### config.mk
export PLATFORM = sky130hd
export DESIGN_NAME = asr_receiver
export DESIGN_NICKNAME = d
export VERILOG_FILES = /design/src/verilog/asr_pkg.sv /design/src/verilog/asr_receiver.sv
export SDC_FILE = /design/constraint.sdc
export NUM_CORES = 1
export LEC_CHECK = 0
export ABC_AREA = 1
export BUFFER_PORTS_ARGS = -buffer_cell sky130_fd_sc_hd__buf_2
export CAP_MARGIN = 40
export CORE_UTILIZATION = 50
export DETAILED_ROUTE_END_ITERATION = 8
export GPL_ROUTABILITY_DRIVEN = 1
export PLACE_DENSITY = 0.7
export SYNTH_ARGS = -nofsm -noshare
export SYNTH_HDL_FRONTEND = slang
export SYNTH_SLANG_ARGS = --single-unit
export TNS_END_PERCENT = 5
### constraint.sdc
create_clock -name clock -period 4.1 [get_ports clock]
set_clock_uncertainty 0.1 [all_clocks]
set_input_delay 0.205 -clock clock [delete_from_list [all_inputs] [get_ports clock]]
set_output_delay 0.205 -clock clock [all_outputs]
set_load 0.01 [all_outputs]
### src/verilog/asr_pkg.sv
// Package with register map, field positions, reset values and states of the serial receiver
package asr_pkg;

   // ****************************************
   // Register byte offsets
   // ****************************************
   localparam logic [7:0] OFF_RX_STATUS   = 8'h00;
   localparam logic [7:0] OFF_RX_DATA     = 8'h04;
   localparam logic [7:0] OFF_DIV_LOW     = 8'h08;
   localparam logic [7:0] OFF_DIV_HIGH    = 8'h0C;
   localparam logic [7:0] OFF_TX_STATUS   = 8'h10;
   localparam logic [7:0] OFF_BAUD_CTRL   = 8'h14;
   localparam logic [7:0] OFF_IRQ_CTRL    = 8'h18;
   localparam logic [7:0] OFF_EVT_STATUS  = 8'h1C;
   localparam logic [7:0] OFF_EVT_CLEAR   = 8'h20;
   localparam logic [7:0] OFF_EVT_ENABLE  = 8'h24;

   // ****************************************
   // Field positions
   // ****************************************
   localparam int RS_PORT_EN    = 7;   // serial_port_enable
   localparam int RS_NINE_BIT   = 6;   // nine_bit_receive_select
   localparam int RS_CONT_EN    = 4;   // continuous_receive_enable
   localparam int RS_ADDR_DET   = 3;   // address_detect_enable
   localparam int RS_FRAME_ERR  = 2;
   localparam int RS_OVERRUN    = 1;
   localparam int RS_NINTH_BIT  = 0;
   localparam int TS_MODE_SEL   = 4;   // link mode select, set = non-asynchronous
   localparam int TS_HIGH_SPEED = 2;   // high_speed_baud_select
   localparam int TS_SHIFT_IDLE = 1;   // transmit shifter empty, always reads one here
   localparam int BC_ABD_OVF    = 7;
   localparam int BC_RX_IDLE    = 6;
   localparam int BC_WIDE_DIV   = 3;   // wide_divider_select
   localparam int BC_ABD_EN     = 0;
   localparam int IC_RX_IRQ_EN  = 0;   // receive_irq_enable
   localparam int IC_PERIPH_EN  = 1;   // peripheral_irq_enable
   localparam int IC_GLOBAL_EN  = 2;   // global_irq_enable
   localparam int EV_RECEIVED   = 0;
   localparam int EV_FRAME      = 1;
   localparam int EV_OVERRUN    = 2;

   // ****************************************
   // Reset values and masks
   // ****************************************
   localparam logic [7:0]  RST_RX_STATUS = 8'h00;
   localparam logic [7:0]  RST_TX_STATUS = 8'h02;
   localparam logic [7:0]  RST_BAUD_CTRL = 8'h00;
   localparam logic [15:0] RST_DIVISOR   = 16'h0000;
   localparam logic [7:0]  MSK_RX_STATUS = 8'hF8;   // Writable bits of receive status/control
   localparam logic [7:0]  MSK_BAUD_CTRL = 8'h1B;   // Writable bits of baud control

   // ****************************************
   // Timing counts in sample ticks, and buffer depth
   // ****************************************
   localparam logic [22:0] TICK_STEP    = 23'h000010; // Sixteen samples per bit
   localparam logic [3:0]  SAMPLE_FIRST = 4'h7;       // First of three majority samples
   localparam logic [3:0]  SAMPLE_MID   = 4'h8;
   localparam logic [3:0]  BIT_CENTRE   = 4'h9;       // Decision point of each bit
   localparam logic [1:0]  FIFO_DEPTH   = 2'h2;

   typedef enum logic [2:0] {
      RS_IDLE  = 3'b000,
      RS_START = 3'b001,
      RS_DATA  = 3'b010,
      RS_STOP  = 3'b011,
      RS_ABDW  = 3'b100,
      RS_ABDM  = 3'b101
   } asr_state_t;

endpackage

### src/verilog/asr_receiver.sv
// Asynchronous serial receiver with two-entry buffer, Wishbone registers and interrupt
//
// The Wishbone register port and the address map were decided locally.
module asr_receiver (
   input  wire logic        clock,   // System clock, 25 MHz
   input  wire logic        nrst,    // Asynchronous reset, active low
   input  wire logic        cyc_i,   // Wishbone cycle
   input  wire logic        stb_i,   // Wishbone strobe
   input  wire logic        we_i,    // Wishbone write enable
   input  wire logic [7:0]  adr_i,   // Wishbone byte address
   input  wire logic [3:0]  sel_i,   // Wishbone byte selects
   input  wire logic [31:0] dat_i,   // Wishbone write data
   output logic      [31:0] dat_o,   // Wishbone read data
   output logic             ack_o,   // Wishbone acknowledge
   input  wire logic        rxLine,  // Serial receive line
   output logic             irq      // Level interrupt
);

   // ****************************************
   // Declarations
   // ****************************************
   asr_pkg::asr_state_t stateQ;
   logic [7:0]  rxCtrlQ;
   logic [7:0]  txCtrlQ;
   logic [7:0]  baudCtrlQ;
   logic        abdOvfQ;
   logic [15:0] divQ;
   logic [2:0]  irqCtrlQ;
   logic [2:0]  evtQ;
   logic [2:0]  evtEnQ;
   logic        oerrQ;
   logic [22:0] accQ;
   logic [3:0]  tickQ;
   logic [3:0]  bitQ;
   logic [8:0]  shiftQ;
   logic [1:0]  smpQ;
   logic        rxPrevQ;
   logic [22:0] abdCntQ;
   logic [9:0]  memQ [2];
   logic        rdPtrQ;
   logic        wrPtrQ;
   logic [1:0]  cntQ;
   logic        busAcc;
   logic        busWr;
   logic        busRd;
   logic [7:0]  regAddr;
   logic        portEn;
   logic        nineBit;
   logic        contEn;
   logic        addrDet;
   logic        rxOn;
   logic        abdOn;
   logic [2:0]  rateShift;
   logic [22:0] limit;
   logic [22:0] accSum;
   logic        tick;
   logic        atCentre;
   logic        maj;
   logic        fallEdge;
   logic        charDone;
   logic        addrDrop;
   logic        push;
   logic        ovSet;
   logic        pop;
   logic [9:0]  head;
   logic [9:0]  newEntry;
   logic        abdDone;
   logic        abdOvf;
   logic [22:0] abdDiv;
   logic        rcPending;
   logic        rcIrq;
   logic [7:0]  rdData;

   // ****************************************
   // Bus decode and control bits
   // ****************************************
   // Access is taken on the edge that raises ack
   assign busAcc  = cyc_i & stb_i & ~ack_o;
   assign busWr   = busAcc & we_i & sel_i[0];
   assign busRd   = busAcc & ~we_i;
   assign regAddr = {adr_i[7:2], 2'b00};
   assign portEn  = rxCtrlQ[asr_pkg::RS_PORT_EN];
   assign nineBit = rxCtrlQ[asr_pkg::RS_NINE_BIT];
   assign contEn  = rxCtrlQ[asr_pkg::RS_CONT_EN];
   assign addrDet = rxCtrlQ[asr_pkg::RS_ADDR_DET];
   assign rxOn    = portEn & contEn & ~txCtrlQ[asr_pkg::TS_MODE_SEL];
   assign abdOn   = portEn & baudCtrlQ[asr_pkg::BC_ABD_EN];

   // Acknowledge one cycle after the request, then drop
   always_ff @(posedge clock or negedge nrst) begin
      if (!nrst) begin
         ack_o <= 1'b0;
      end else begin
         ack_o <= busAcc;
      end
   end

   // Receive status/control writable bits
   always_ff @(posedge clock or negedge nrst) begin
      if (!nrst) begin
         rxCtrlQ <= asr_pkg::RST_RX_STATUS;
      end else if (busWr && regAddr == asr_pkg::OFF_RX_STATUS) begin
         rxCtrlQ <= dat_i[7:0] & asr_pkg::MSK_RX_STATUS;
      end
   end

   // Transmit status/control holds the mode and speed selects
   always_ff @(posedge clock or negedge nrst) begin
      if (!nrst) begin
         txCtrlQ <= asr_pkg::RST_TX_STATUS;
      end else if (busWr && regAddr == asr_pkg::OFF_TX_STATUS) begin
         txCtrlQ <= dat_i[7:0];
      end
   end

   // Baud control; auto-baud enable clears itself when done or overflowed
   always_ff @(posedge clock or negedge nrst) begin
      if (!nrst) begin
         baudCtrlQ <= asr_pkg::RST_BAUD_CTRL;
         abdOvfQ   <= 1'b0;
      end else begin
         if (busWr && regAddr == asr_pkg::OFF_BAUD_CTRL) begin
            baudCtrlQ <= dat_i[7:0] & asr_pkg::MSK_BAUD_CTRL;
         end else if (abdDone || abdOvf) begin
            baudCtrlQ[asr_pkg::BC_ABD_EN] <= 1'b0;
         end
         if (abdOvf) begin
            abdOvfQ <= 1'b1;
         end else if (busWr && regAddr == asr_pkg::OFF_BAUD_CTRL
                      && dat_i[asr_pkg::BC_ABD_EN]) begin
            abdOvfQ <= 1'b0;
         end
      end
   end

   // Divisor pair, written by software or by auto-baud
   always_ff @(posedge clock or negedge nrst) begin
      if (!nrst) begin
         divQ <= asr_pkg::RST_DIVISOR;
      end else if (busWr && regAddr == asr_pkg::OFF_DIV_LOW) begin
         divQ[7:0] <= dat_i[7:0];
      end else if (busWr && regAddr == asr_pkg::OFF_DIV_HIGH) begin
         divQ[15:8] <= dat_i[7:0];
      end else if (abdDone) begin
         divQ <= abdDiv[15:0];
      end
   end

   // Interrupt gates and event enables
   always_ff @(posedge clock or negedge nrst) begin
      if (!nrst) begin
         irqCtrlQ <= 3'h0;
         evtEnQ   <= 3'h0;
      end else if (busWr && regAddr == asr_pkg::OFF_IRQ_CTRL) begin
         irqCtrlQ <= dat_i[2:0];
      end else if (busWr && regAddr == asr_pkg::OFF_EVT_ENABLE) begin
         evtEnQ <= dat_i[2:0];
      end
   end

   // ****************************************
   // Baud tick generator
   // ****************************************
   // divisor and speed selects
   always_comb begin
      if (baudCtrlQ[asr_pkg::BC_WIDE_DIV] && txCtrlQ[asr_pkg::TS_HIGH_SPEED]) begin
         rateShift = 3'h2;
      end else if (baudCtrlQ[asr_pkg::BC_WIDE_DIV] || txCtrlQ[asr_pkg::TS_HIGH_SPEED]) begin
         rateShift = 3'h4;
      end else begin
         rateShift = 3'h6;
      end
      if (baudCtrlQ[asr_pkg::BC_WIDE_DIV]) begin
         limit = ({7'h00, divQ} + 23'h000001) << rateShift;
      end else begin
         limit = ({15'h0000, divQ[7:0]} + 23'h000001) << rateShift;
      end
   end

   assign accSum = accQ + asr_pkg::TICK_STEP;
   assign tick   = accSum >= limit;

   // Accumulator restarts on a divisor write so a new rate acts at once
   always_ff @(posedge clock or negedge nrst) begin
      if (!nrst) begin
         accQ <= 23'h000000;
      end else if (!portEn || (busWr && (regAddr == asr_pkg::OFF_DIV_LOW
                                      || regAddr == asr_pkg::OFF_DIV_HIGH))) begin
         accQ <= 23'h000000;
      end else if (tick) begin
         accQ <= accSum - limit;
      end else begin
         accQ <= accSum;
      end
   end

   // ****************************************
   // Data recovery
   // ****************************************
   assign fallEdge = rxPrevQ & ~rxLine;
   assign atCentre = tick && tickQ == asr_pkg::BIT_CENTRE;
   assign maj      = (smpQ[0] & smpQ[1]) | (smpQ[0] & rxLine) | (smpQ[1] & rxLine);

   // Line history and the two early majority samples
   always_ff @(posedge clock or negedge nrst) begin
      if (!nrst) begin
         rxPrevQ <= 1'b1;
         smpQ    <= 2'b11;
      end else begin
         rxPrevQ <= rxLine;
         if (tick && tickQ == asr_pkg::SAMPLE_FIRST) begin
            smpQ[0] <= rxLine;
         end
         if (tick && tickQ == asr_pkg::SAMPLE_MID) begin
            smpQ[1] <= rxLine;
         end
      end
   end

   // Receive state machine
   always_ff @(posedge clock or negedge nrst) begin
      if (!nrst) begin
         stateQ <= asr_pkg::RS_IDLE;
         tickQ  <= 4'h0;
         bitQ   <= 4'h0;
         shiftQ <= 9'h000;
      end else if (!portEn || (!rxOn && !abdOn)) begin
         stateQ <= asr_pkg::RS_IDLE;
      end else begin
         if (tick) begin
            tickQ <= tickQ + 4'h1;
         end
         case (stateQ)
            asr_pkg::RS_IDLE: begin
               if (abdOn) begin
                  stateQ <= asr_pkg::RS_ABDW;
               end else if (!oerrQ && fallEdge) begin
                  stateQ <= asr_pkg::RS_START;
                  tickQ  <= 4'h0;
                  bitQ   <= 4'h0;
               end
            end
            asr_pkg::RS_START: begin
               if (atCentre) begin
                  stateQ <= maj ? asr_pkg::RS_IDLE : asr_pkg::RS_DATA;
               end
            end
            asr_pkg::RS_DATA: begin
               if (atCentre) begin
                  shiftQ <= {maj, shiftQ[8:1]};
                  bitQ   <= bitQ + 4'h1;
                  if (bitQ == (nineBit ? 4'h8 : 4'h7)) begin
                     stateQ <= asr_pkg::RS_STOP;
                  end
               end
            end
            asr_pkg::RS_STOP: begin
               if (atCentre) begin
                  stateQ <= asr_pkg::RS_IDLE;
               end
            end
            asr_pkg::RS_ABDW: begin
               if (!abdOn) begin
                  stateQ <= asr_pkg::RS_IDLE;
               end else if (fallEdge) begin
                  stateQ <= asr_pkg::RS_ABDM;
               end
            end
            asr_pkg::RS_ABDM: begin
               if (abdDone || abdOvf) begin
                  stateQ <= asr_pkg::RS_IDLE;
               end
            end
            default: begin
               stateQ <= asr_pkg::RS_IDLE;
            end
         endcase
      end
   end

   // ****************************************
   // Auto-baud measurement of one low bit
   // ****************************************
   assign abdDone = stateQ == asr_pkg::RS_ABDM && rxLine;
   assign abdOvf  = stateQ == asr_pkg::RS_ABDM && !rxLine && (&abdCntQ);
   assign abdDiv  = (abdCntQ >> rateShift) - 23'h000001;

   // Counts clocks of the start bit; bit time equals the tick limit
   always_ff @(posedge clock or negedge nrst) begin
      if (!nrst) begin
         abdCntQ <= 23'h000000;
      end else if (stateQ == asr_pkg::RS_ABDM) begin
         abdCntQ <= abdCntQ + 23'h000001;
      end else begin
         abdCntQ <= 23'h000001;
      end
   end

   // ****************************************
   // Character completion and buffer
   // ****************************************
   assign charDone = stateQ == asr_pkg::RS_STOP && atCentre && portEn && rxOn;
   // no filter when detect is off
   assign addrDrop = addrDet & nineBit & ~shiftQ[8];
   assign push     = charDone & ~oerrQ & ~addrDrop & (cntQ != asr_pkg::FIFO_DEPTH);
   assign ovSet    = charDone & ~oerrQ & ~addrDrop & (cntQ == asr_pkg::FIFO_DEPTH);
   // low stop sample is a framing error
   assign newEntry = {~maj, (nineBit ? shiftQ : {1'b0, shiftQ[8:1]})};
   assign pop      = busRd && regAddr == asr_pkg::OFF_RX_DATA && cntQ != 2'h0;
   assign head     = memQ[rdPtrQ];

   // Buffer entries, one store per slot
   for (genvar g = 0; g < 2; g++) begin : gSlot
      always_ff @(posedge clock or negedge nrst) begin
         if (!nrst) begin
            memQ[g] <= 10'h000;
         end else if (push && wrPtrQ == 1'(g)) begin
            memQ[g] <= newEntry;
         end
      end
   end

   // Buffer pointers and fill count
   always_ff @(posedge clock or negedge nrst) begin
      if (!nrst) begin
         rdPtrQ <= 1'b0;
         wrPtrQ <= 1'b0;
         cntQ   <= 2'h0;
      end else if (!portEn) begin
         rdPtrQ <= 1'b0;
         wrPtrQ <= 1'b0;
         cntQ   <= 2'h0;
      end else begin
         if (push) begin
            wrPtrQ <= ~wrPtrQ;
         end
         if (pop) begin
            rdPtrQ <= ~rdPtrQ;
         end
         cntQ <= cntQ + {1'b0, push} - {1'b0, pop};
      end
   end

   // Overrun flag; only set while receiving, so set never meets clear
   always_ff @(posedge clock or negedge nrst) begin
      if (!nrst) begin
         oerrQ <= 1'b0;
      end else if (ovSet) begin
         oerrQ <= 1'b1;
      end else if (!portEn || !contEn) begin
         oerrQ <= 1'b0;
      end
   end

   // ****************************************
   // Interrupts
   // ****************************************
   assign rcPending = cntQ != 2'h0;
   // three enables gate the pending flag
   assign rcIrq     = rcPending & irqCtrlQ[asr_pkg::IC_RX_IRQ_EN]
                    & irqCtrlQ[asr_pkg::IC_PERIPH_EN] & irqCtrlQ[asr_pkg::IC_GLOBAL_EN];

   // Sticky events; a new event wins over a clear in the same cycle
   always_ff @(posedge clock or negedge nrst) begin
      if (!nrst) begin
         evtQ <= 3'h0;
      end else begin
         evtQ <= (evtQ & ~((busWr && regAddr == asr_pkg::OFF_EVT_CLEAR) ? dat_i[2:0] : 3'h0))
               | {ovSet, push & newEntry[9], push};
      end
   end

   // Registered interrupt level
   always_ff @(posedge clock or negedge nrst) begin
      if (!nrst) begin
         irq <= 1'b0;
      end else begin
         irq <= rcIrq | (|(evtQ & evtEnQ));
      end
   end

   // ****************************************
   // Read data
   // ****************************************
   always_comb begin
      if (regAddr == asr_pkg::OFF_RX_STATUS) begin
         rdData = {rxCtrlQ[7:3], rcPending & head[9], oerrQ,
                   (addrDet & nineBit) | (rcPending & head[8])};
      end else if (regAddr == asr_pkg::OFF_RX_DATA) begin
         rdData = rcPending ? head[7:0] : 8'h00;
      end else if (regAddr == asr_pkg::OFF_DIV_LOW) begin
         rdData = divQ[7:0];
      end else if (regAddr == asr_pkg::OFF_DIV_HIGH) begin
         rdData = divQ[15:8];
      end else if (regAddr == asr_pkg::OFF_TX_STATUS) begin
         rdData = txCtrlQ | 8'h02;
      end else if (regAddr == asr_pkg::OFF_BAUD_CTRL) begin
         rdData = {abdOvfQ, stateQ == asr_pkg::RS_IDLE, baudCtrlQ[5:0]};
      end else if (regAddr == asr_pkg::OFF_IRQ_CTRL) begin
         rdData = {5'h00, irqCtrlQ};
      end else if (regAddr == asr_pkg::OFF_EVT_STATUS) begin
         rdData = {5'h00, evtQ};
      end else if (regAddr == asr_pkg::OFF_EVT_ENABLE) begin
         rdData = {5'h00, evtEnQ};
      end else begin
         rdData = 8'h00;
      end
   end

   // Read data is registered with the acknowledge
   always_ff @(posedge clock or negedge nrst) begin
      if (!nrst) begin
         dat_o <= 32'h00000000;
      end else if (busRd) begin
         dat_o <= {24'h000000, rdData};
      end else begin
         dat_o <= 32'h00000000;
      end
   end
endmodule
# ---- Word-level counts from Yosys, hierarchy flattened
# Index checks and enable logic that the tools add are counted.
dict set report totals {
  reg_bits 147
  input_bits 50
  out_inout_bits 34
  elab_cells 235
}
dict set report classes {
  add_sub_neg 10
  n_lt_le_gt_ge 2
  n_eq_ne 33
  shifts 3
  muxes 58
  bitwise 46
  reduce_logical 55
}
# cell n
set op_table {}
lappend op_table {{$mux 23} 4}
lappend op_table {{$mux 8} 11}
lappend op_table {{$mux 3} 15}
lappend op_table {{$mux 4} 8}
lappend op_table {{$mux 10} 3}
lappend op_table {{$logic_and 1x1->1} 26}
lappend op_table {{$and 1x1->1} 24}
lappend op_table {{$eq 6x3->1 const B} 4}
lappend op_table {{$add 23x1->23 const B} 1}
lappend op_table {{$add 23x5->23 const B} 1}
lappend op_table {{$ge 23x23->1} 1}
lappend op_table {{$reduce_and 23->1} 1}
lappend op_table {{$shl 17x3->23} 1}
lappend op_table {{$shl 9x3->23} 1}
lappend op_table {{$shr 23x3->16} 1}
lappend op_table {{$sub 23x23->23} 1}
lappend op_table {{$pmux 3 s6} 1}
lappend op_table {{$add 16x1->17 const B} 1}
lappend op_table {{$mux 16} 1}
lappend op_table {{$sub 16x1->16 const B} 1}
lappend op_table {{$ne 3x3->1 const B} 5}
lappend op_table {{$reduce_bool 2->1} 7}
lappend op_table {{$not 1->1} 13}
lappend op_table {{$eq 6x2->1 const B} 2}
lappend op_table {{35 further kinds} 73}

# ---- Depth between registers and ports, before layout
# Gate-level depths: netlist (run 1).
dict set report depth {
  word_depth 16
  mapped_depth 27
  ltp_nobuf 26
}

# ---- Least setup slack after synthesis (run 1)
# No wires, ideal clock.
dict set report synth_timing {
  path_kind {flip-flop to flip-flop}
  startpoint {reg txCtrlQ[2]}
  endpoint {reg cntQ[1]}
  setup_time_ps 118
  arrival_ps 3544
  required_ps 3882
  setup_slack_ps 338
  path_stages_with_launch 23
  path_buffers 4
  period_less_slack_ps 3762
  path_cell_list {dfrtp_1 -> ha_1 -> buf_6 -> inv_2 -> buf_2 -> buf_1 -> nand4_1 -> nand3_1 -> o21ai_0 -> ha_1 -> nand2_2 -> nor2_2 -> nand2_2 -> nor2_2 -> nand2_2 -> nand4_4 -> nand4_4 -> buf_6 -> ha_1 -> inv_1 -> ha_1 -> xor2_1 -> nor2_1}
}
dict set report synth_between {
  elab_chain_cells 16
  word_cells_on_any_way 18
  classes_between {2 x add/sub; 1 x order compare; 2 x shift; 4 x mux; 3 x bitwise; 6 x reduce/logical}
}
# element line_no
set synth_rtl {}
lappend synth_rtl {{start: declaration} asr_receiver.sv:24} ;# logic [7:0] txCtrlQ;
lappend synth_rtl {{start signal: assignment} asr_receiver.sv:110} ;# txCtrlQ <= asr_pkg::RST_TX_STATUS;
lappend synth_rtl {{start signal: assignment} asr_receiver.sv:112} ;# txCtrlQ <= dat_i[7:0];
lappend synth_rtl {{$logic_or 1x1->1} asr_receiver.sv:168} ;# end else if (baudCtrlQ[asr_pkg::BC_WIDE_DIV] || txCtrlQ[asr_pkg::TS_HIGH_SPEED]) begin
lappend synth_rtl {{$mux 2} asr_receiver.sv:168}
lappend synth_rtl {{$mux 3 *} asr_receiver.sv:166} ;# if (baudCtrlQ[asr_pkg::BC_WIDE_DIV] && txCtrlQ[asr_pkg::TS_HIGH_SPEED]) begin
lappend synth_rtl {{$shl 9x3->23 / $shl 17x3->23 (equally long branches)} {asr_receiver.sv:176, asr_receiver.sv:174}}
lappend synth_rtl {{$mux 23 *} asr_receiver.sv:173} ;# if (baudCtrlQ[asr_pkg::BC_WIDE_DIV]) begin
lappend synth_rtl {{$ge 23x23->1 *} asr_receiver.sv:181} ;# assign tick = accSum >= limit;
lappend synth_rtl {{$logic_and 1x1->1 *} asr_receiver.sv:201} ;# assign atCentre = tick && tickQ == asr_pkg::BIT_CENTRE;
lappend synth_rtl {{$logic_and 1x1->1 * (3 in a row)} asr_receiver.sv:302} ;# assign charDone = stateQ == asr_pkg::RS_STOP && atCentre && portEn && rxOn;
lappend synth_rtl {{$and 1x1->1 * (3 in a row)} asr_receiver.sv:305} ;# assign push = charDone & ~oerrQ & ~addrDrop & (cntQ != asr_pkg::FIFO_DEPTH);
lappend synth_rtl {{$add 2x1->2 *} asr_receiver.sv:340} ;# cntQ <= cntQ + {1'b0, push} - {1'b0, pop};
lappend synth_rtl {{$sub 2x1->2 *} asr_receiver.sv:340}
lappend synth_rtl {{$mux 2 *} asr_receiver.sv:329} ;# end else if (!portEn) begin
lappend synth_rtl {{end signal: assignment} asr_receiver.sv:340}
lappend synth_rtl {{end: declaration} asr_receiver.sv:42} ;# logic [1:0] cntQ;
# Mark *: on every way between the ends. The rest lies on a longest branch, timed or not.
# A chain may end at the register's enable or synchronous reset.

# ---- Worst setup path in the final report (run 1)
dict set report layout_timing {
  startpoint {reg divQ[0]}
  endpoint {reg cntQ[1]}
}
dict set report layout_between {
  elab_chain_cells 14
  word_cells_on_any_way 16
  classes_between {4 x add/sub; 1 x order compare; 2 x shift; 2 x mux; 3 x bitwise; 4 x reduce/logical}
}
# element line_no
set layout_rtl {}
lappend layout_rtl {{start: declaration} asr_receiver.sv:27} ;# logic [15:0] divQ;
lappend layout_rtl {{start signal: assignment} asr_receiver.sv:139} ;# divQ <= asr_pkg::RST_DIVISOR;
lappend layout_rtl {{start signal: assignment} asr_receiver.sv:141} ;# divQ[7:0] <= dat_i[7:0];
lappend layout_rtl {{start signal: assignment} asr_receiver.sv:145} ;# divQ <= abdDiv[15:0];
lappend layout_rtl {{$add 16x1->17 / $add 8x1->9 (equally long branches)} {asr_receiver.sv:174, asr_receiver.sv:176}}
lappend layout_rtl {{$shl 17x3->23 / $shl 9x3->23 (equally long branches)} {asr_receiver.sv:174, asr_receiver.sv:176}}
lappend layout_rtl {{$mux 23 *} asr_receiver.sv:173}
lappend layout_rtl {{$ge 23x23->1 *} asr_receiver.sv:181}
lappend layout_rtl {{$logic_and 1x1->1 *} asr_receiver.sv:201}
lappend layout_rtl {{$logic_and 1x1->1 * (3 in a row)} asr_receiver.sv:302}
lappend layout_rtl {{$and 1x1->1 * (3 in a row)} asr_receiver.sv:305}
lappend layout_rtl {{$add 2x1->2 *} asr_receiver.sv:340}
lappend layout_rtl {{$sub 2x1->2 *} asr_receiver.sv:340}
lappend layout_rtl {{$mux 2 *} asr_receiver.sv:329}
# Marks and branches as above.

==> flow_metrics.tcl, run 1 <==
set metrics [dict create \
    status "finished, final reports clean" \
    hold_viol_final 0 \
    startpoint_type "flop" \
    vias 10740 \
    h-tree-depth 4 \
    synth_area_leaders "dfrtp_1 (32%), nand2_1 (15%), inv_1 (6.3%)" \
    die_y_um 151.2 \
    initial_core_util_pct 50.97 \
    wl_per_cell_um 15.39 \
    rows 54 \
    grt_pass1_wl_mm 49.05 \
    synth_area_leader_cell "dfrtp_1" \
    syn_area_um2 11120 \
    diodes 0 \
    ioPinCount 84 \
    track_usage_pct 27.59 \
    viasPerCell 5.518 \
    setup_viol 0 \
    route.detailed.drc 0 \
    syn_avg_cell_area_um2 6.905 \
    totalWireLength_mm 29.96 \
    cts.sinks 146 \
    peakVddDrop_v 0.0002982 \
    fin_crit_sh_pct 93.82 \
    synthTopCellsByCount "nand2_1 (435), inv_1 (187), dfrtp_1 (143)" \
    cap_viol_max_count 0 \
    grt-ovfl-total 0 \
    cp_max_fo 4 \
    drive_gt1_share_pct 11.46 \
    yosysSeqAreaShare_pct 32.88 \
    synth_top_flop_cell "dfrtp_1" \
    syn2layout_area_growth_pct 11.08 \
    layoutNonFillerInstCount 1946 \
    core-area_um2 21820 \
    crit_path_end_kind "flop" \
    placed_area_um2 11440 \
    final_cell_area_um2 12360 \
    finalNetCount 1738 \
    io_buffer_count 30 \
    cts-root-buf "clkbuf_16" \
    dr.pass1.iters 6 \
    dpl.hpwl_mm 22.86 \
    setup_slack_ns 0.2534 \
    ys_warn_count 0 \
    finalMaxSlewViolations 0 \
    dieArea_um2 22850 \
    drtIter0Drc 788 \
    clk_latency_ns 0.43 \
    hold_slack_ns 0.07824 \
    arrival_ns 4.07 \
    relSlewSlack_pct 44.73 \
    synth.most_common_cell "nand2_1" \
    synth_edf_count 0 \
    synth.distinct_cells 57 \
    synth_cells 1611 \
    antenna_left 0 \
    grt_pass1_vias 9869 \
    criticalPathCategory "reg -> reg" \
    tightest_slew_ns 0.8290 \
    p_leak_nw 6.165 \
    grt_start_max_net_pins 78 \
    yosys_register_bits 146 \
    clockBufferDepth 2 \
    dp.cells 1897 \
    p_total_mw 3.751 \
    synthArstFlopShare_pct 100.0 \
    netlist.area_leader.share_pct 32.17 \
    clk_pin_slew_worst_paths_ns 0.07 \
    fin_crit_ns 3.847 \
    antenna_found_initial 0 \
    p_per_area_nw_per_um2 303.6 \
    place_congestion 0.9948 \
    fmax_ghz 0.2600 \
    place_ws_ns 0.1194 \
    cp_data_required_time_ns 4.32 \
    tritoncts "yes" \
    dieWidth_um 151.2 \
    min_path_type "in -> reg" \
    cts_made_buffers 17 \
]
==> sequential cells by signal (all words and copies together) (netlist names), 5 cells and up <==
signal / cells
divQ: 16
txCtrlQ: 7
abdCntQ: 23
memQ: 20
accQ: 23
dat_o: 8
rxCtrlQ: 5
shiftQ: 9
==> what timing repair did <==
item / 4_1_cts / 5_1_grt
buffers inserted: 0 / 8
hold buffers: 9 / 0
hold endpoints to repair: 130 / 0
resized for setup: 0 / 23
endpoints found under the setup margin: 0 / 67
==> placed cells by master (no fill, tap or decap), types with 26 or more instances in the layout <==
cell | netlist | routed
nand3_1 | 106 | 105
nand4_1 | 50 | 50
a21oi_1 | 91 | 90
buf_2 | 8 | 29
dfrtp_1 | 143 | 143
buf_4 | 28 | 26
inv_1 | 187 | 187
nor2_1 | 124 | 117
ha_1 | 34 | 28
o21ai_0 | 126 | 124
nand2_1 | 435 | 433
==> through the flow <==
step           util, %   TNS, ns
2_1_floorplan        -         0
3_3_place_gp     52.32         0
3_5_place_dp     52.44         0
4_1_cts          55.80         0
5_1_grt          56.62  -0.04752
6_report         56.62         0
==> critical path, stage by stage, from the launching register on <==
cell     delay, ns
dfrtp_1       0.35
ha_1          0.18
nand2_1       0.09
nor2_2        0.14
nand2_1       0.09
nor2_2        0.16
inv_1         0.09
nor2_2        0.17
xnor2_2       0.13
nand2_1       0.08
nand3_1       0.07
o21ai_0       0.14
ha_1          0.41
nand2_1       0.13
nor2_2        0.18
nand2_1       0.08
nor2_2        0.11
nand2_2       0.07
nand4_4       0.12
nand4_4       0.09
ha_1          0.29
inv_1         0.04
ha_1          0.18
xor2_1        0.17
nor2_1        0.06
==> power by group <==
part	internal, mW	total, mW	switching [mW]	leakage, nW
clock	0.991	1.71	0.719	0.308
sequential	1.46	1.48	0.0239	1.92
combinational	0.188	0.557	0.369	3.93
total	2.64	3.75	1.11	6.16
==> logic make-up after synthesis <==
| group | Yosys count | synth area share (%) |
|---|---|---|
| adder cells (fa/ha/maj) | 35 | 4.004 |
| AO/OA/AOI/OAI | 309 | 15.73 |
| other | 1 | 0.03371 |
| buffers and inverters | 265 | 10.82 |
| XOR/XNOR | 41 | 3.228 |
| AND/OR/NAND/NOR | 814 | 33.30 |
| flip-flops | 146 | 32.88 |
==> per-layer routing <==
layer  share of wire (%)  up-vias  track usage (%)
met3                 5.2       53            3.012
met4                 2.3        0            9.250
met2                  47      308            45.53
li1                    -     5361                -
met5                   0        -                0
met1                  45     5016            37.60
==> final timing paths <==
check | from | cells after the start | end | slack, ns
max in group asynchronous | nrst | 4 | shiftQ[1] | 2.82
min in group asynchronous | nrst | 2 | memQ[14] | 0.12
max reg2reg | divQ[0] | 24 | cntQ[1] | 0.25
max | divQ[0] | 24 | cntQ[1] | 0.25
min reg2reg | ack_o | 1 | ack_o | 0.38
min | we_i | 4 | dat_o[2] | 0.08
==> final cells by class <==
cell class                 count  area [um^2]
fill                        2102         9467
multi-input combinational   1223         6474
sequential                   146         3657
inverter                     198        743.2
timing repair buffer          67        489.2
clock buffer                  17        425.4
tap                          280        350.3
clock inverter                15        217.7
No activity file was read; power rests on OpenSTA's default activity.
==> inputs of run 2 (changes only) <==
--- a/config.mk
+++ b/config.mk
@@ -10,7 +10,7 @@
 export CAP_MARGIN = 40
 export CORE_UTILIZATION = 50
 export DETAILED_ROUTE_END_ITERATION = 8
-export GPL_ROUTABILITY_DRIVEN = 1
+export GPL_ROUTABILITY_DRIVEN = 0
 export PLACE_DENSITY = 0.7
 export SYNTH_ARGS = -nofsm -noshare
 export SYNTH_HDL_FRONTEND = slang
==> constraint.sdc (replaced) <==
create_clock -name clock -period 4.1 [get_ports clock]
set_clock_uncertainty 0.1 [all_clocks]
set_input_delay 0 -clock clock [delete_from_list [all_inputs] [get_ports clock]]
set_output_delay 0 -clock clock [all_outputs]
set_load 0.01 [all_outputs]
==> run 2 against run 1 <==
- largest cell class unchanged
- utilization is 0.40 points lower
- critical path depth fell by 1
- largest power group unchanged
- first-iteration DRC count up 4.1%
- sequential power hardly changed
- cell count about the same
- global-route usage shrank 0.31 points
==> flow_metrics.tcl, run 2 (synthesized netlist as in run 1, its figures left out) <==
set metrics [dict create \
    totalWireLength_mm 29.94 \
    wl_per_cell_um 15.38 \
    crit_chain "ha_1 -> nand2_1 -> nor2_2 -> nand2_1 -> nor2_2 -> nand4_1 -> nor2_2 -> nand4_1 -> nor3_1 -> nand3_1 -> ha_4 -> nand2_1 -> nor2_2 -> nand2_1 -> nor2_2 -> nand2_2 -> nand4_4 -> nand4_4 -> ha_1 -> inv_1 -> ha_1 -> xor2_1 -> nor2_1" \
    clk_pin_slew_worst_paths_ns 0.06 \
    grt_pass1_wl_mm 48.27 \
    pwr-share-clk_pct 43.9 \
    status "finished, final reports clean" \
    regToRegSetupSlack_ns 0.25 \
    cts.sinks 146 \
    dp.cells 1896 \
    antenna_found_initial 0 \
    cp_data_required_time_ns 4.32 \
    syn2layout_area_growth_pct 10.30 \
    drtIter0Drc 820 \
    p_leak_nw 6.123 \
    min_path_type "in -> async" \
    r2r-start "divQ[1]" \
    dpl.hpwl_mm 22.81 \
    dieWidth_um 151.2 \
    antenna_left 0 \
    finalMaxSlewViolations 0 \
    grt_start_max_net_pins 66 \
    grt_pass1_vias 9715 \
    swShare_pct 29.10 \
    hold_viol_final 0 \
    clockBufferDepth 2 \
    drive_gt1_share_pct 10.38 \
    crit_buf_inv 1 \
    postLayoutCoreUtil_pct 56.23 \
    final_cell_mix "nand2_1 (435), inv_1 (186), dfrtp_1 (143), o21ai_0 (124), nor2_1 (117)" \
    r2r_cells 23 \
    path_common_cell "nor2_2" \
    ioPinCount 84 \
    mostFrequentLayoutCell "nand2_1" \
    p_per_area_nw_per_um2 295.2 \
    arrival_ns 4.07 \
    rows 54 \
    relSlewSlack_pct 36.91 \
    crit_path_end_kind "flop" \
    peakVddDrop_v 0.0002887 \
    cts-root-buf "clkbuf_16" \
    max_stage_delay_ns 0.35 \
    die_y_um 151.2 \
    tritoncts "yes" \
    dieArea_um2 22850 \
    pwr-share-comb_pct 15.1 \
    finalNetCount 1739 \
    diodes 0 \
    cap_viol_max_count 0 \
    p_total_mw 3.622 \
    track_usage_pct 27.27 \
    io_buffer_count 30 \
    startpoint_type "flop" \
    fmax_ghz 0.2599 \
    cts_made_buffers 17 \
    timing.rr.end "cntQ[1]" \
    p_switching_mw 1.054 \
    setup_viol 0 \
    viasPerCell 5.515 \
    criticalPathCategory "reg -> reg" \
    sequentialPowerShare_pct 41.0 \
    grt-ovfl-total 0 \
    crit_family "simple AND/OR/NAND/NOR gates" \
    hold_slack_ns 0.02520 \
    dr.pass1.iters 5 \
    power.internal_mw 2.568 \
    tightest_slew_ns 0.9392 \
    fin_crit_ns 3.847 \
    fin_crit_sh_pct 93.83 \
    reg.largest.list "abdCntQ: 23 flops, accQ: 23 flops, memQ: 20 flops" \
    h-tree-depth 4 \
    setup_tns_ns 0 \
    cp_max_fo 4 \
    core-area_um2 21820 \
    clk_latency_ns 0.44 \
    vias 10740 \
    route.detailed.drc 0 \
    crit_slowest_cell "dfrtp_1" \
    initial_core_util_pct 50.97 \
    layoutNonFillerInstCount 1947 \
]
run 2: final cells by class:
cell class	instances	area (um^2)
fillers	2090	9553
multi-input cells	1223	6422
well taps	280	350.3
repair buffers	68	499.2
clock buffers	19	442.9
inverters	198	747.0
clock inverters	13	151.4
flip-flops and latches	146	3657
run 2: how the worst max path moves through the flow:
stage,depth (start not counted),slack (ns),to,startpoint
global route,23,-0.03,cntQ[1],divQ[1]
floorplan,22,0.34,cntQ[1],txCtrlQ[2]
global placement,23,0.31,cntQ[1],divQ[0]
finish,23,0.25,cntQ[1],divQ[1]
CTS,24,0.21,cntQ[1],divQ[0]
detailed placement,24,0.23,cntQ[1],divQ[0]
run 2: metal layers:
layer / GRT usage (%) / wire [um] / up-vias
met5: 0 / 0 / -
met4: 8.950 / 606 / 0
met3: 3.886 / 1816 / 49
met2: 44.56 / 13980 / 371
met1: 37.06 / 13530 / 4956
li1: - / - / 5362
run 2: repair_timing:
action                                  4_1_cts  5_1_grt
hold buffers                                 18        0
gates resized for setup                       0       15
setup buffers                                 0        1
hold endpoints to repair                    116        0
endpoints found under the setup margin        0       54
run 2: power groups by stage:
stage / registers, mW / logic [mW] / clock network (mW)
2_1_floorplan: 1.50 / 0.389 / 0
3_3_place_gp: 1.51 / 0.509 / 0
3_5_place_dp: 1.51 / 0.515 / 0
4_1_cts: 1.48 / 0.535 / 1.61
5_1_grt: 1.49 / 0.617 / 1.67
6_report: 1.48 / 0.548 / 1.59
run 2: stage by stage:
stage	instance area, um^2	setup WS [ns]
floorplan	11210	0.3377
global placement	11420	0.3107
detailed placement	11420	0.2311
CTS	12190	0.2119
global route	12270	-0.02554
finish	12270	0.2530
==> inputs of run 3 (changes only) <==
--- a/config.mk
+++ b/config.mk
@@ -8,10 +8,11 @@
 export ABC_AREA = 1
 export BUFFER_PORTS_ARGS = -buffer_cell sky130_fd_sc_hd__buf_2
 export CAP_MARGIN = 40
+export CORE_MARGIN = 3
 export CORE_UTILIZATION = 50
 export DETAILED_ROUTE_END_ITERATION = 8
 export GPL_ROUTABILITY_DRIVEN = 0
-export PLACE_DENSITY = 0.7
+export PLACE_DENSITY = 0.73
 export SYNTH_ARGS = -nofsm -noshare
 export SYNTH_HDL_FRONTEND = slang
 export SYNTH_SLANG_ARGS = --single-unit
==> constraint.sdc (replaced) <==
create_clock -name clock -period 3.1 [get_ports clock]
set_clock_uncertainty 0.1 [all_clocks]
set_input_delay 0 -clock clock [delete_from_list [all_inputs] [get_ports clock]]
set_output_delay 0 -clock clock [all_outputs]
set_load 0.01 [all_outputs]
==> run 3 against run 2 <==
- the flow now finishes with violations (negative setup slack)
- via count rose by 11%
- sequential power rose by 32%
- sequential share of layout area fell by 3.6 points
- worst hold slack barely moved
- critical path type unchanged
- critical endpoint unchanged
- largest cell class unchanged
- largest power group unchanged
- highest routed layer unchanged
==> flow_metrics.tcl, run 3 (synthesized netlist as in run 1, its figures left out) <==
set metrics [dict create \
    p_total_mw 5.078 \
    track_usage_pct 28.39 \
    final_cell_area_um2 13940 \
    met3_usage_pct 4.339 \
    die_y_um 155.2 \
    tritoncts "yes" \
    grt_use_met1_pct 39.10 \
    vias 11940 \
    dr.pass1.iters 6 \
    final_cell_mix "nand2_1 (413), buf_4 (188), inv_1 (182), dfrtp_1 (143), o21ai_0 (119)" \
    p_leak_nw 7.042 \
    startpoint_type "flop" \
    fill_cells 1798 \
    setup_viol 71 \
    core-area_um2 21420 \
    route.detailed.drc 0 \
    clockBufferDepth 2 \
    hold_viol_final 0 \
    hold_slack_ns 0.02531 \
    clk_pin_slew_worst_paths_ns 0.08 \
    viasPerCell 5.640 \
    wl_per_cell_um 16.40 \
    ioPinCount 84 \
    grt-ovfl-total 0 \
    grt_pass1_wl_mm 55.50 \
    criticalPathCategory "reg -> reg" \
    rows 53 \
    diodes 0 \
    grt_setup_unrepaired "yes" \
    violations "negative setup slack" \
    finalNetCount 1914 \
    tightest_slew_ns 0.7168 \
    relSlewSlack_pct 52.21 \
    status "finished with violations" \
    h-tree-depth 4 \
    dpl.hpwl_mm 25.64 \
    cts-root-buf "clkbuf_16" \
    grt_start_max_net_pins 74 \
    fin_crit_ns 3.618 \
    dieWidth_um 155.2 \
    clk_latency_ns 0.44 \
    finalMaxSlewViolations 0 \
    p_per_area_nw_per_um2 364.3 \
    peakVddDrop_v 0.0004047 \
    placed_area_um2 12730 \
    setup_tns_ns -26.56 \
    cts_made_buffers 17 \
    fmax_ghz 0.2764 \
    crit_path_end_kind "flop" \
    mostFrequentLayoutCell "nand2_1" \
    cp_max_fo 4 \
    grt_pass1_vias 11030 \
    grtUsageMet2_pct 45.77 \
    arrival_ns 3.85 \
    cap_viol_max_count 0 \
    initial_core_util_pct 51.94 \
    grt-busiest-layer "met2" \
    cts.sinks 146 \
    fin_crit_sh_pct 116.7 \
    antenna_left 0 \
    antenna_found_initial 0 \
    cp_data_required_time_ns 3.33 \
    reg.largest.list "abdCntQ: 23 flops, accQ: 23 flops, memQ: 20 flops" \
    totalWireLength_mm 34.72 \
    dieArea_um2 24070 \
    drtIter0Drc 1104 \
    setup_slack_ns -0.5183 \
    drive_gt1_share_pct 21.82 \
    io_buffer_count 30 \
    min_path_type "in -> reg" \
    syn2layout_area_growth_pct 25.32 \
]
run 3: cell count changes in the layout (fill, tap and decap cells not counted), moves of 5 or more:
cell      previous run  this run
a21oi_1             91        86
buf_12               1         6
buf_4               19       188
clkinv_8             0         5
ha_1                30        22
ha_4                 4         9
nand2_1            435       413
nand2_2             10        29
nor2_2              21        14
nor2_4               7        16
o21ai_0            124       119
run 3: metal layers:
metal | vias to the layer above | share of wire, % | routed length [um]
met3 | 124 | 8.5 | 2940
met1 | 5517 | 42 | 14490
met5 | - | 0 | 0
li1 | 5692 | - | -
met4 | 0 | 4.0 | 1385
met2 | 607 | 46 | 15910
run 3: report_power, final:
| part | leakage, nW | switching (mW) | internal, mW |
|---|---|---|---|
| clock | 0.292 | 1.05 | 1.10 |
| sequential | 1.92 | 0.0210 | 1.93 |
| combinational | 4.82 | 0.586 | 0.395 |
run 3: path summary, 6_finish.rpt:
path / from / to / slack, ns / depth (start not counted)
max in group asynchronous: nrst / smpQ[1] / 2.05 / 3
min: adr_i[3] / dat_o[0] / 0.03 / 7
min reg2reg: ack_o / ack_o / 0.37 / 1
max: divQ[3] / cntQ[1] / -0.52 / 23
max reg2reg: divQ[3] / cntQ[1] / -0.52 / 23
min in group asynchronous: nrst / abdCntQ[11] / 0.06 / 2
run 3: what timing repair did:
action,in CTS,in global routing
gates resized for setup,28,46
endpoints found under the hold margin,123,0
hold buffers,18,0
pin swaps,23,47
cloned,0,0
buffers inserted,7,10
setup endpoints to repair,71,71
run 3: worst max-delay path: stages, from the launching register on:
cell,delay (ns)
dfrtp_1,0.37
inv_1,0.12
nor3_2,0.22
buf_4,0.16
nand3_1,0.07
nand2_1,0.06
nand3_1,0.08
buf_4,0.14
nor2_1,0.10
nand3b_1,0.15
nand2_1,0.11
ha_2,0.40
nand2_2,0.10
nor2_4,0.12
nand2_2,0.09
nor2_4,0.12
nand2_2,0.09
nand4_4,0.12
nand4_4,0.10
ha_4,0.30
inv_2,0.04
ha_4,0.14
xor2_1,0.15
nor2_1,0.05
run 3: final cells by class:
| type | instances | area, um^2 | share of cell area (%) |
|---|---|---|---|
| multi-input cells | 1223 | 6704 | 48.09 |
| flip-flops and latches | 146 | 3657 | 26.23 |
| repair buffers | 243 | 1879 | 13.48 |
| inverters | 198 | 745.7 | 5.349 |
| clock buffers | 17 | 425.4 | 3.052 |
| well taps | 275 | 344.1 | 2.468 |
| clock inverters | 15 | 185.2 | 1.328 |
run 3: stage by stage:
stage          setup WS, ns  util, %  cells
4_1_cts             -0.4781    63.85   2107
5_1_grt             -0.7005    65.09   2117
3_5_place_dp        -0.5355    59.44   2050
2_1_floorplan       -0.5154        -   1634
3_3_place_gp        -0.4646    59.44   2050
6_report            -0.5183    65.09   2117
